`config.mk`:
```
export PLATFORM = sky130hd
export DESIGN_NAME = tac_alarm
export DESIGN_NICKNAME = d
export VERILOG_FILES = /design/src/tac_pkg.sv /design/src/tac_alarm.sv
export SDC_FILE = /design/constraint.sdc
export NUM_CORES = 1
export LEC_CHECK = 0
export ABC_AREA = 1
export BUFFER_PORTS_ARGS = -buffer_cell sky130_fd_sc_hd__buf_4
export CORE_AREA = 2 2 193 195
export CTS_CLUSTER_DIAMETER = 120
export DETAILED_ROUTE_END_ITERATION = 8
export DIE_AREA = 0 0 195 197
export GPL_ROUTABILITY_DRIVEN = 0
export PLACE_DENSITY_LB_ADDON = 0.05
export REMOVE_ABC_BUFFERS = 1
export SYNTH_ARGS = -nofsm -noshare
export SYNTH_HDL_FRONTEND = slang
export SYNTH_SLANG_ARGS = --single-unit
export TNS_END_PERCENT = 100
```
`constraint.sdc`:
```
create_clock -name aclk -period 3.9 [get_ports aclk]
set_input_delay 0.195 -clock aclk [delete_from_list [all_inputs] [get_ports aclk]]
set_output_delay 0.195 -clock aclk [all_outputs]
set_load 0.05 [all_outputs]
```
`src/tac_pkg.sv`:
```
package tac_pkg;
	// Register byte offsets
	localparam logic [31:0] CFG_OFF     = 32'h0011_4000;
	localparam logic [31:0] CTRL_OFF    = 32'h0011_4004;
	localparam logic [31:0] TRIG_OFF    = 32'h0011_4008;
	localparam logic [31:0] PULSE_OFF   = 32'h0011_400c;
	localparam logic [31:0] STATUS_OFF  = 32'h0011_4010;
	localparam logic [31:0] IRQ_STS_OFF = 32'h0011_4014;
	localparam logic [31:0] IRQ_CLR_OFF = 32'h0011_4018;
	localparam logic [31:0] IRQ_EN_OFF  = 32'h0011_401c;
	// Config field positions
	localparam int TRIG_MODE_LSB = 0;
	localparam int REPEAT_BIT    = 2;
	localparam int SRC_BIT       = 3;
	localparam int UPD_BIT       = 4;
	// Control bits (write-one)
	localparam int START_BIT = 0;
	localparam int STOP_BIT  = 1;
	// Reset values
	localparam logic [31:0] CFG_RST   = 32'h0000_0000;
	localparam logic [31:0] TRIG_RST  = 32'h0000_0000;
	localparam logic [31:0] PULSE_RST = 32'h0000_0000;
	// Trigger modes
	typedef enum logic [1:0] {
		TAC_ABS  = 2'b00,
		TAC_REL  = 2'b01,
		TAC_COMB = 2'b10,
		TAC_RSVD = 2'b11
	} tac_mode_t;
	// AXI responses
	localparam logic [1:0] RESP_OKAY   = 2'b00;
	localparam logic [1:0] RESP_SLVERR = 2'b10;
endpackage

```
`src/tac_alarm.sv`:
```
// The implementer's own choice: register access over AXI4-Lite.
`timescale 1ns/1ps
// What this block does
// - The count is taken from timer one when the source selector is 0, timer two when 1.
// - Repeat selector 0 fires once then stops, 1 fires repeatedly.
// - Mode 00 fires when the selected count equals the trigger value.
// - Mode 01 fires when the count has advanced by the trigger value.
// - Mode 10 fires first by equality then by advance; code 11 is reserved.
// - With update requested, new trigger and pulse values load at the next firing.
// - Start enables the channel, loads current values and begins relative counting.
// - Firing raises an interrupt event and drives the pin high for the pulse duration, or for one cycle when that duration is zero.
module tac_alarm #(
	parameter int CW = 32
) (
	input  wire logic          aclk,
	input  wire logic          aresetn,
	input  wire logic [CW-1:0] timer1_count,
	input  wire logic [CW-1:0] timer2_count,
	input  wire logic [31:0]   s_axi_awaddr,
	input  wire logic          s_axi_awvalid,
	output logic               s_axi_awready,
	input  wire logic [31:0]   s_axi_wdata,
	input  wire logic [3:0]    s_axi_wstrb,
	input  wire logic          s_axi_wvalid,
	output logic               s_axi_wready,
	output logic [1:0]         s_axi_bresp,
	output logic               s_axi_bvalid,
	input  wire logic          s_axi_bready,
	input  wire logic [31:0]   s_axi_araddr,
	input  wire logic          s_axi_arvalid,
	output logic               s_axi_arready,
	output logic [31:0]        s_axi_rdata,
	output logic [1:0]         s_axi_rresp,
	output logic               s_axi_rvalid,
	input  wire logic          s_axi_rready,
	output logic               alarm_pin,
	output logic               irq
);
	// Counts wider than the register word cannot be programmed
	if (CW < 1 || CW > 32) begin
		$error("CW must be 1..32");
	end

	logic [31:0]   cfg;
	logic [31:0]   trig_reg;
	logic [31:0]   pulse_reg;
	logic [CW-1:0] act_trig;
	logic [31:0]   act_pulse;
	logic          active;
	logic          first_done;
	logic [CW-1:0] base;
	logic [31:0]   pulse_cnt;
	logic          irq_sts;
	logic          irq_en;
	logic [31:0]   aw_addr;
	logic [31:0]   w_data;
	logic [3:0]    w_strb;
	logic          aw_have;
	logic          w_have;

	// Byte-lane merge for register writes
	function automatic logic [31:0] merge(input logic [31:0] old, input logic [31:0] d,
		input logic [3:0] s);
		logic [31:0] r;
		r = old;
		for (int i = 0; i < 4; i++) begin
			if (s[i]) r[i*8 +: 8] = d[i*8 +: 8];
		end
		return r;
	endfunction

	// Selected timer count
	logic [CW-1:0] count;
	assign count = cfg[tac_pkg::SRC_BIT] ? timer2_count : timer1_count;

	// Write channel capture, address and data in either order
	logic wr_go;
	assign wr_go = aw_have && w_have && !s_axi_bvalid;
	always_ff @(posedge aclk) begin
		if (!aresetn) begin
			aw_have <= 1'b0;
			w_have <= 1'b0;
			s_axi_awready <= 1'b1;
			s_axi_wready <= 1'b1;
			aw_addr <= 32'h0000_0000;
			w_data <= 32'h0000_0000;
			w_strb <= 4'h0;
		end else begin
			if (s_axi_awvalid && s_axi_awready) begin
				aw_have <= 1'b1;
				s_axi_awready <= 1'b0; // Ready is a flop, always the inverse of the hold flag
				aw_addr <= s_axi_awaddr;
			end else if (wr_go) begin
				aw_have <= 1'b0;
				s_axi_awready <= 1'b1;
			end
			if (s_axi_wvalid && s_axi_wready) begin
				w_have <= 1'b1;
				s_axi_wready <= 1'b0;
				w_data <= s_axi_wdata;
				w_strb <= s_axi_wstrb;
			end else if (wr_go) begin
				w_have <= 1'b0;
				s_axi_wready <= 1'b1;
			end
		end
	end

	// Decode of a completed write
	logic wr_ctrl;
	logic start_wr;
	logic stop_wr;
	logic wr_known;
	assign wr_ctrl = wr_go && aw_addr == tac_pkg::CTRL_OFF && w_strb[0];
	assign start_wr = wr_ctrl && w_data[tac_pkg::START_BIT];
	assign stop_wr = wr_ctrl && w_data[tac_pkg::STOP_BIT];
	assign wr_known = aw_addr inside {tac_pkg::CFG_OFF, tac_pkg::CTRL_OFF, tac_pkg::TRIG_OFF,
		tac_pkg::PULSE_OFF, tac_pkg::STATUS_OFF, tac_pkg::IRQ_STS_OFF,
		tac_pkg::IRQ_CLR_OFF, tac_pkg::IRQ_EN_OFF};

	// Write response
	always_ff @(posedge aclk) begin
		if (!aresetn) begin
			s_axi_bvalid <= 1'b0;
			s_axi_bresp <= tac_pkg::RESP_OKAY;
		end else if (wr_go) begin
			s_axi_bvalid <= 1'b1;
			s_axi_bresp <= wr_known ? tac_pkg::RESP_OKAY : tac_pkg::RESP_SLVERR;
		end else if (s_axi_bready) s_axi_bvalid <= 1'b0;
	end

	// Alarm condition per mode; combination uses equality until first firing
	tac_pkg::tac_mode_t mode;
	logic               fire;
	assign mode = tac_pkg::tac_mode_t'(cfg[tac_pkg::TRIG_MODE_LSB +: 2]);
	always_comb begin
		fire = 1'b0;
		case (mode)
			tac_pkg::TAC_ABS:  fire = count == act_trig;
			tac_pkg::TAC_REL:  fire = CW'(count - base) == act_trig;
			tac_pkg::TAC_COMB: fire = first_done ? (CW'(count - base) == act_trig)
				: (count == act_trig);
			default:           fire = 1'b0; // Reserved code never fires
		endcase
		fire = fire && active && !start_wr;
	end

	// Software registers; update flag is consumed when it is applied
	always_ff @(posedge aclk) begin
		if (!aresetn) begin
			cfg <= tac_pkg::CFG_RST;
			trig_reg <= tac_pkg::TRIG_RST;
			pulse_reg <= tac_pkg::PULSE_RST;
			irq_en <= 1'b0;
		end else begin
			if (wr_go && aw_addr == tac_pkg::CFG_OFF) cfg <= merge(cfg, w_data, w_strb) & 32'h1f;
			else if (fire && cfg[tac_pkg::UPD_BIT]) cfg[tac_pkg::UPD_BIT] <= 1'b0;
			if (wr_go && aw_addr == tac_pkg::TRIG_OFF) trig_reg <= merge(trig_reg, w_data, w_strb);
			if (wr_go && aw_addr == tac_pkg::PULSE_OFF)
				pulse_reg <= merge(pulse_reg, w_data, w_strb);
			if (wr_go && aw_addr == tac_pkg::IRQ_EN_OFF && w_strb[0]) irq_en <= w_data[0];
		end
	end

	// Channel run state and applied values
	always_ff @(posedge aclk) begin
		if (!aresetn) begin
			active <= 1'b0;
			first_done <= 1'b0;
			base <= '0;
			act_trig <= '0;
			act_pulse <= 32'h0000_0000;
		end else if (start_wr) begin
			active <= 1'b1;
			first_done <= 1'b0;
			base <= count; // Relative counting starts now
			act_trig <= trig_reg[CW-1:0];
			act_pulse <= pulse_reg;
		end else if (stop_wr) begin
			active <= 1'b0;
		end else if (fire) begin
			first_done <= 1'b1;
			base <= count; // Next relative interval from this firing
			if (!cfg[tac_pkg::REPEAT_BIT]) active <= 1'b0; // Single shot
			if (cfg[tac_pkg::UPD_BIT]) begin
				act_trig <= trig_reg[CW-1:0];
				act_pulse <= pulse_reg;
			end
		end
	end

	// Pin pulse; a zero duration still gives one cycle so the edge is seen
	always_ff @(posedge aclk) begin
		if (!aresetn) begin
			alarm_pin <= 1'b0;
			pulse_cnt <= 32'h0000_0000;
		end else if (fire) begin
			alarm_pin <= 1'b1;
			pulse_cnt <= (act_pulse > 32'h1) ? act_pulse - 32'h1 : 32'h0;
		end else if (pulse_cnt != 32'h0) begin
			pulse_cnt <= pulse_cnt - 32'h1;
		end else alarm_pin <= 1'b0;
	end

	// Sticky event; a new firing wins over a clear in the same cycle
	always_ff @(posedge aclk) begin
		if (!aresetn) begin
			irq_sts <= 1'b0;
			irq <= 1'b0;
		end else begin
			if (fire) irq_sts <= 1'b1;
			else if (wr_go && aw_addr == tac_pkg::IRQ_CLR_OFF && w_strb[0] && w_data[0])
				irq_sts <= 1'b0;
			irq <= (irq_sts || fire) && irq_en;
		end
	end

	// Read channel
	always_ff @(posedge aclk) begin
		if (!aresetn) begin
			s_axi_rvalid <= 1'b0;
			s_axi_arready <= 1'b1;
			s_axi_rdata <= 32'h0000_0000;
			s_axi_rresp <= tac_pkg::RESP_OKAY;
		end else if (s_axi_arvalid && s_axi_arready) begin
			s_axi_rvalid <= 1'b1;
			s_axi_arready <= 1'b0; // One read at a time
			s_axi_rresp <= tac_pkg::RESP_OKAY;
			case (s_axi_araddr)
				tac_pkg::CFG_OFF:     s_axi_rdata <= cfg;
				tac_pkg::CTRL_OFF:    s_axi_rdata <= 32'h0000_0000;
				tac_pkg::TRIG_OFF:    s_axi_rdata <= trig_reg;
				tac_pkg::PULSE_OFF:   s_axi_rdata <= pulse_reg;
				tac_pkg::STATUS_OFF:  s_axi_rdata <= {31'h0, active};
				tac_pkg::IRQ_STS_OFF: s_axi_rdata <= {31'h0, irq_sts};
				tac_pkg::IRQ_CLR_OFF: s_axi_rdata <= 32'h0000_0000;
				tac_pkg::IRQ_EN_OFF:  s_axi_rdata <= {31'h0, irq_en};
				default: begin
					s_axi_rdata <= 32'h0000_0000;
					s_axi_rresp <= tac_pkg::RESP_SLVERR;
				end
			endcase
		end else if (s_axi_rready) begin
			s_axi_rvalid <= 1'b0;
			s_axi_arready <= 1'b1;
		end
	end

	// Checks
	AST_SINGLE_STOPS: assert property (@(posedge aclk) disable iff (!aresetn)
		fire && !cfg[tac_pkg::REPEAT_BIT] && !stop_wr |=> !active)
		else $error("single mode stayed active");
	AST_CONT_STAYS: assert property (@(posedge aclk) disable iff (!aresetn)
		fire && cfg[tac_pkg::REPEAT_BIT] && !stop_wr |=> active)
		else $error("continuous mode stopped");
	AST_ABS_FIRE: assert property (@(posedge aclk) disable iff (!aresetn)
		active && !start_wr && mode == tac_pkg::TAC_ABS && count == act_trig |-> fire)
		else $error("absolute match missed");
	AST_REL_FIRE: assert property (@(posedge aclk) disable iff (!aresetn)
		active && !start_wr && mode == tac_pkg::TAC_REL && CW'(count - base) == act_trig
		|=> alarm_pin && irq_sts)
		else $error("relative advance missed");
	AST_RSVD: assert property (@(posedge aclk) disable iff (!aresetn)
		mode == tac_pkg::TAC_RSVD && !alarm_pin |=> !alarm_pin)
		else $error("reserved mode fired");
	AST_START: assert property (@(posedge aclk) disable iff (!aresetn)
		start_wr |=> active && act_trig == $past(trig_reg[CW-1:0]))
		else $error("start did not load");
	AST_PIN: assert property (@(posedge aclk) disable iff (!aresetn)
		fire |=> alarm_pin)
		else $error("pin not raised");
	AST_IRQ_STS: assert property (@(posedge aclk) disable iff (!aresetn)
		fire |=> irq_sts)
		else $error("event not latched");
	AST_NO_EARLY_UPD: assert property (@(posedge aclk) disable iff (!aresetn)
		!fire && !start_wr |=> $stable(act_trig))
		else $error("trigger changed outside firing");
	AST_SRC: assert property (@(posedge aclk) disable iff (!aresetn)
		start_wr && cfg[tac_pkg::SRC_BIT] |=> base == $past(timer2_count))
		else $error("wrong timer source");
endmodule

```
== After elaboration in Yosys (flattened, before gate mapping) ==
Cells that the tools add are included.

* Flip-flop bits (word level): 314
* Input bits: 171
* Word-level logic and storage cells: 159

* Add/sub/neg operators: 3
* Order comparisons: 1
* Eq/ne operators: 24
* Multiplexer cells: 43
* Bitwise gates (word level): 2
* Reductions and logical operators: 53

{| class="wikitable"
|+ Operators by type and width
! kind !! count
|-
| 32-bit by 21-bit == test with 1-bit output (second input constant) || 16
|-
| 32-bit two-way mux || 15
|-
| 32-bit one-hot mux with 6 select lines || 1
|-
| 32-bit == test || 2
|-
| 32-bit by 1-bit subtractor with 32-bit output (second input constant) || 2
|-
| 32-bit by 1-bit greater-than comparator with 1-bit output (second input constant) || 1
|-
| 32-bit nonzero test || 1
|-
| 32-bit subtractor || 1
|-
| 2-bit AND reduction || 13
|-
| 1-bit two-way mux || 23
|-
| 1-bit logical AND || 21
|-
| 2-bit nonzero test || 9
|-
| 8-bit nonzero test || 1
|-
| 8-bit OR reduction || 1
|-
| 2-bit inequality test (second input constant) || 3
|-
| 5-bit two-way mux || 1
|-
| 2-bit two-way mux || 2
|-
| 3-bit by 1-bit inequality test with 1-bit output (second input constant) || 1
|-
| 1-bit one-hot mux with 3 select lines || 1
|-
| 3-bit AND reduction || 1
|-
| 3-bit nonzero test || 1
|-
| 2-bit by 1-bit == test with 1-bit output (second input constant) || 1
|-
| 2-bit == test (second input constant) || 1
|-
| 1-bit logical NOT || 2
|-
| 4 further kinds || 5
|}

== Logic depth before layout (Yosys ltp) ==
* Depth after elaboration: 10
* Depth in mapped cells: 32
* Mapped depth without buffers: 30

== Worst setup path after synthesis ==
OpenSTA, ideal clock, no wires.

* Kind: reg-to-reg
* Start point: register cfg[3]
* End point: register act_pulse[10]
* Setup time: 0.115 ns
* Data arrival time: 3.279 ns
* Required time: 3.785 ns
* Path slack: 0.506 ns
* Stages on the path, launching flop included: 26
* Clock period less this slack: 3.394 ns
* Cell sequence: dfxtp_1 buf_4 buf_2 mux2i_1 ha_1 fa_1 xor2_1 nand2_1 nor2_1 nand2_1 nor2_1 nand2_1 nor2_1 nand4_1 nor2_1 nand2_1 nor2_1 nand3_1 nand2_1 nand2_1 nand2_4 nand4_2 buf_2 buf_6 a21oi_1 nor2_1

* Cells in the longest elaborated chain, start to end: 9
* Elaborated cells on any way between the ends: 10

{| class="wikitable"
|+ RTL lines
! element !! RTL line !! text
|-
| start, declared || tac_alarm.sv:44 || <nowiki>logic [31:0] cfg;</nowiki>
|-
| start signal, assigned || tac_alarm.sv:151 || <nowiki>cfg <= tac_pkg::CFG_RST;</nowiki>
|-
| start signal, assigned || tac_alarm.sv:156 || <nowiki>if (wr_go && aw_addr == tac_pkg::CFG_OFF) cfg <= merge(cfg, w_data, w_strb) & 32'h1f;</nowiki>
|-
| 32-bit two-way mux (*) || tac_alarm.sv:74 || <nowiki>assign count = cfg[tac_pkg::SRC_BIT] ? timer2_count : timer1_count;</nowiki>
|-
| 32-bit subtractor || tac_alarm.sv:140, tac_alarm.sv:141 ||
|-
| 32-bit == test || tac_alarm.sv:140, tac_alarm.sv:141 ||
|-
| 1-bit two-way mux || tac_alarm.sv:141 || <nowiki>tac_pkg::TAC_COMB: fire = first_done ? (CW'(count - base) == act_trig)</nowiki>
|-
| 1-bit one-hot mux with 3 select lines (*) || tac_alarm.sv:138 || <nowiki>case (mode)</nowiki>
|-
| 1-bit logical AND (*) (2 in series) || tac_alarm.sv:145 || <nowiki>fire = fire && active && !start_wr;</nowiki>
|-
| 2-bit nonzero test (no source line) (*) || - ||
|-
| 3-bit AND reduction (no source line) (*) || - ||
|-
| end signal, assigned || tac_alarm.sv:178 || <nowiki>act_pulse <= pulse_reg;</nowiki>
|-
| end signal, assigned || tac_alarm.sv:187 || <nowiki>act_pulse <= pulse_reg;</nowiki>
|-
| end, declared || tac_alarm.sv:48 || <nowiki>logic [31:0] act_pulse;</nowiki>
|}

Mark *: on every way between the ends. The rest lies on a longest branch, timed or not.
A chain may end at the register's enable or synchronous reset.

== Worst setup path in the final report ==
* Start point: register cfg[3]
* End point: register act_trig[18]

* Cells in the longest elaborated chain, start to end: 9
* Elaborated cells on any way between the ends: 10

{| class="wikitable"
|+ RTL lines
! element !! RTL line !! text
|-
| 32-bit two-way mux (*) || tac_alarm.sv:74 ||
|-
| via count[7] || tac_alarm.sv:73 || <nowiki>logic [CW-1:0] count;</nowiki>
|-
| 32-bit subtractor || tac_alarm.sv:140, tac_alarm.sv:141 ||
|-
| 32-bit == test || tac_alarm.sv:140, tac_alarm.sv:141 ||
|-
| 1-bit two-way mux || tac_alarm.sv:141 ||
|-
| 1-bit one-hot mux with 3 select lines (*) || tac_alarm.sv:138 ||
|-
| 1-bit logical AND (*) (2 in series) || tac_alarm.sv:145 ||
|-
| 2-bit nonzero test (no source line) (*) || - ||
|-
| 3-bit AND reduction (no source line) (*) || - ||
|-
| end signal, assigned || tac_alarm.sv:177 || <nowiki>act_trig <= trig_reg[CW-1:0];</nowiki>
|-
| end signal, assigned || tac_alarm.sv:186 || <nowiki>act_trig <= trig_reg[CW-1:0];</nowiki>
|-
| end, declared || tac_alarm.sv:47 || <nowiki>logic [CW-1:0] act_trig;</nowiki>
|}

Mark *: on every way through the listed nets, which the timed path passes. The rest lies on a longest branch.

==> insert_results.sql <==
INSERT INTO impl_metrics (metric_group, metric, value, unit) VALUES
('detailed_routing', 'remaining_drc_errors', '0', ''),
('clock_network', 'worst_setup_hold_path_clk_slew', '60', 'ps'),
('setup_path', 'start_kind', 'flop', ''),
('cells_and_area', 'insertedDiodeCount', '0', ''),
('clock_network', 'cts_htree_levels', '2', ''),
('floorplan', 'core_area', '36300', 'um2'),
('place', 'buffer_ports.inserted', '211', ''),
('synthesis', 'synth_fa_ha_area_share', '2.97', '%'),
('synthesis', 'synth_simple_gate_area_share', '31.4', '%'),
('synthesis', 'post_synthesis_cell_area', '18000', 'um2'),
('synthesis', 'post_synth_num_cell_types', '51', ''),
('synthesis', 'yosys-mux-area-fraction', '0.112', '%'),
('power_and_ir_drop', 'design_power_total', '9150', 'uW'),
('detailed_routing', 'drt_first_iter_violations', '1317', ''),
('synthesis', 'synth_most_common_cell', 'sky130_fd_sc_hd__nand2_1', ''),
('sta', 'final.min_clock_period', '3740', 'ps'),
('clock_network', 'cts_tree', 'done', ''),
('synthesis', 'synth_edf_count', '0', ''),
('global_route', 'maximum_number_of_pins_on_one_net_before_global_route_repair', '100', ''),
('setup_path', 'critical-path-slowest-cell', 'sky130_fd_sc_hd__dfxtp_4', ''),
('synthesis', 'synth-compound-area-share', '15.5', '%'),
('setup_path', 'r2r_setup_slack', '160', 'ps'),
('sta', 'maxSlewViolCount', '0', ''),
('global_route', 'via_count_of_the_first_global_routing_pass', '18700', ''),
('sta', 'clock.fmax', '0.267', 'GHz'),
('setup_path', 'cp_slowest_stage_delay', '390', 'ps'),
('setup_path', 'worst-r2r-cell-count', '27', ''),
('synthesis', 'synthTopCellsByCount', 'sky130_fd_sc_hd__nand2_1 (615), sky130_fd_sc_hd__nor2_1 (416), sky130_fd_sc_hd__inv_1 (356), sky130_fd_sc_hd__dfxtp_1 (312), sky130_fd_sc_hd__a21oi_1 (254)', ''),
('clock_network', 'numCtsBuffers', '37', ''),
('clock_network', 'numClockSinks', '312', ''),
('worst_hold_path', 'worstHoldStart', 's_axi_wdata[15]', ''),
('global_route', 'antenna_found_initial', '0', ''),
('cells_and_area', 'syn_to_final_growth', '29.8', '%'),
('synthesis', 'synth_top_area_cell', 'sky130_fd_sc_hd__dfxtp_1', ''),
('clock_network', 'max-clock-path-buffers', '3', ''),
('power_and_ir_drop', 'p_per_area', '393', 'nW/um2'),
('flow_run', 'cap_violations', '0', ''),
('global_route', 'track_usage', '29.7', '%'),
('setup_path', 'criticalPathCategory', 'flop to flop', ''),
('floorplan', 'ports_placed_on_the_boundary', '214', ''),
('sta', 'setup_viol', '0', ''),
('sta', 'worst_slew_pin_slew', '1090', 'ps'),
('detailed_routing', 'finalWirelength', '59800', 'um'),
('synthesis', 'yosys_warnings', '0', ''),
('worst_hold_path', 'min_delay_path_depth', '3', ''),
('setup_path', 'arrival', '4170', 'ps'),
('detailed_routing', 'drt-wirelength-per-cell', '16.5', 'um'),
('place', 'place_hpwl', '41600', 'um'),
('global_route', 'grt_overflow', '0', ''),
('sta', 'timing.slew.headroom', '27.6', '%'),
('worst_hold_path', 'holdCritPathClass', 'input pin to flop', ''),
('floorplan', 'floorplan.rows', '70', ''),
('place', 'placement.cell_area', '20600', 'um2'),
('detailed_routing', 'antenna_violating_nets_post_route', '0', ''),
('floorplan', 'floorplan.die.width', '195', 'um'),
('synthesis', 'main_combinational_cell_family_by_area_after_synthesis', 'simple AND/OR/NAND/NOR gates', ''),
('synthesis', 'synth.yosys.seq_area_share', '34.8', '%'),
('power_and_ir_drop', 'ir_worst_vdd', '0.000339', 'V'),
('place', 'placement.setup.worst_slack', '-92.9', 'ps'),
('sta', 'fin_crit_sh', '95.9', '%'),
('cells_and_area', 'fin_cells', '3619', ''),
('detailed_routing', 'avgViaCountPerCell', '5.34', ''),
('setup_path', 'r2r_start', 'cfg[3]', ''),
('sta', 'post-route-worst-setup-slack', '158', 'ps'),
('outcome', 'status', 'complete, no violations', ''),
('floorplan', 'initial_utilization', '49.5', '%'),
('setup_path', 'rr_endpoint', 'act_trig[18]', ''),
('place', 'numPlacedInstances', '3471', ''),
('power_and_ir_drop', 'power_leakage', '0.0109', 'uW'),
('floorplan', 'floorplan.die_area', '38400', 'um2'),
('setup_path', 'cp-end-kind', 'flop', '');
## power breakdown
group	leakage, uW	internal, uW	switching, uW	total [uW]
combinational	0.00777	898	1210	2110
sequential	0.00254	3400	197	3600
clock	0.000590	1970	1470	3440
total	0.0109	6280	2870	9150
## worst max-delay path by stage
| stage | start | to | slack (ps) | cells after the start |
|---|---|---|---|---|
| finish | cfg[3] | act_trig[18] | 160 | 27 |
| CTS | cfg[3] | base[3] | 40 | 28 |
| floorplan | cfg[3] | act_pulse[12] | -1750 | 27 |
| global placement | cfg[3] | act_trig[18] | 30 | 27 |
| detailed placement | cfg[3] | base[31] | -90 | 28 |
| global route | cfg[3] | act_trig[13] | -60 | 28 |
## per-stage QoR
step           TNS (ps)  hold slack (ps)
2_1_floorplan   -173510              264
3_3_place_gp          0              419
3_5_place_dp      -1300              439
4_1_cts               0             24.3
5_1_grt           -1690             38.9
6_report              0             46.1
## cells in the final DEF (no fill, tap or decap), types with 17 or more instances in the layout
master	synthesis	layout
sky130_fd_sc_hd__a211oi_1	60	60
sky130_fd_sc_hd__nand2_1	615	585
sky130_fd_sc_hd__nand4_1	37	37
sky130_fd_sc_hd__nor4_1	21	19
sky130_fd_sc_hd__xor2_1	71	71
sky130_fd_sc_hd__buf_4	7	330
sky130_fd_sc_hd__xnor2_1	17	17
sky130_fd_sc_hd__nand3b_1	26	26
sky130_fd_sc_hd__clkbuf_16	0	43
sky130_fd_sc_hd__a21oi_1	254	248
sky130_fd_sc_hd__nor2_1	416	402
sky130_fd_sc_hd__o21ai_1	48	48
sky130_fd_sc_hd__dfxtp_1	312	311
sky130_fd_sc_hd__ha_4	0	23
sky130_fd_sc_hd__nand3_1	162	157
sky130_fd_sc_hd__o22ai_1	28	28
sky130_fd_sc_hd__nor3_1	38	38
sky130_fd_sc_hd__dlygate4sd3_1	0	69
sky130_fd_sc_hd__o21ai_0	103	103
sky130_fd_sc_hd__inv_1	356	354
sky130_fd_sc_hd__nand2_2	2	27
## per-layer routing
metal  wire, um  GRT usage [%]  part of all wire, %
met3       3190           3.73                  5.3
met2      28700           52.5                   48
met4       2150           10.6                  3.6
met5          0              0                    0
met1      25700           37.2                   43
## worst min-delay path, stage by stage
cell                      delay [ps]
sky130_fd_sc_hd__buf_4            70
sky130_fd_sc_hd__o21ai_0         170
sky130_fd_sc_hd__nor2_1          120
## layout make-up
type                       instances  area [um2]
tap                              468         586
timing repair buffer             419        3560
clock buffer                      49        1080
inverter                         372        1400
clock inverter                    16         129
fill                            3397       13000
multi-input combinational       1983       10300
sequential                       312        6250
## cell families after synthesis
family	Yosys count
AO/OA/AOI/OAI	509
other	1
multiplexers	2
adder cells (fa/ha/maj)	42
flip-flops	312
XOR/XNOR	88
buffers and inverters	492
AND/OR/NAND/NOR	1340
## timing repair
| item | in CTS | in global routing |
|---|---|---|
| gates resized for setup | 3 | 106 |
| endpoints found under the setup margin | 55 | 132 |
| hold buffers | 69 | 0 |
| setup buffers | 0 | 8 |
| gates cloned | 1 | 5 |
| endpoints found under the hold margin | 70 | 0 |
| pin swaps | 0 | 9 |
Note: power is estimated with default switching activity, not from simulation.
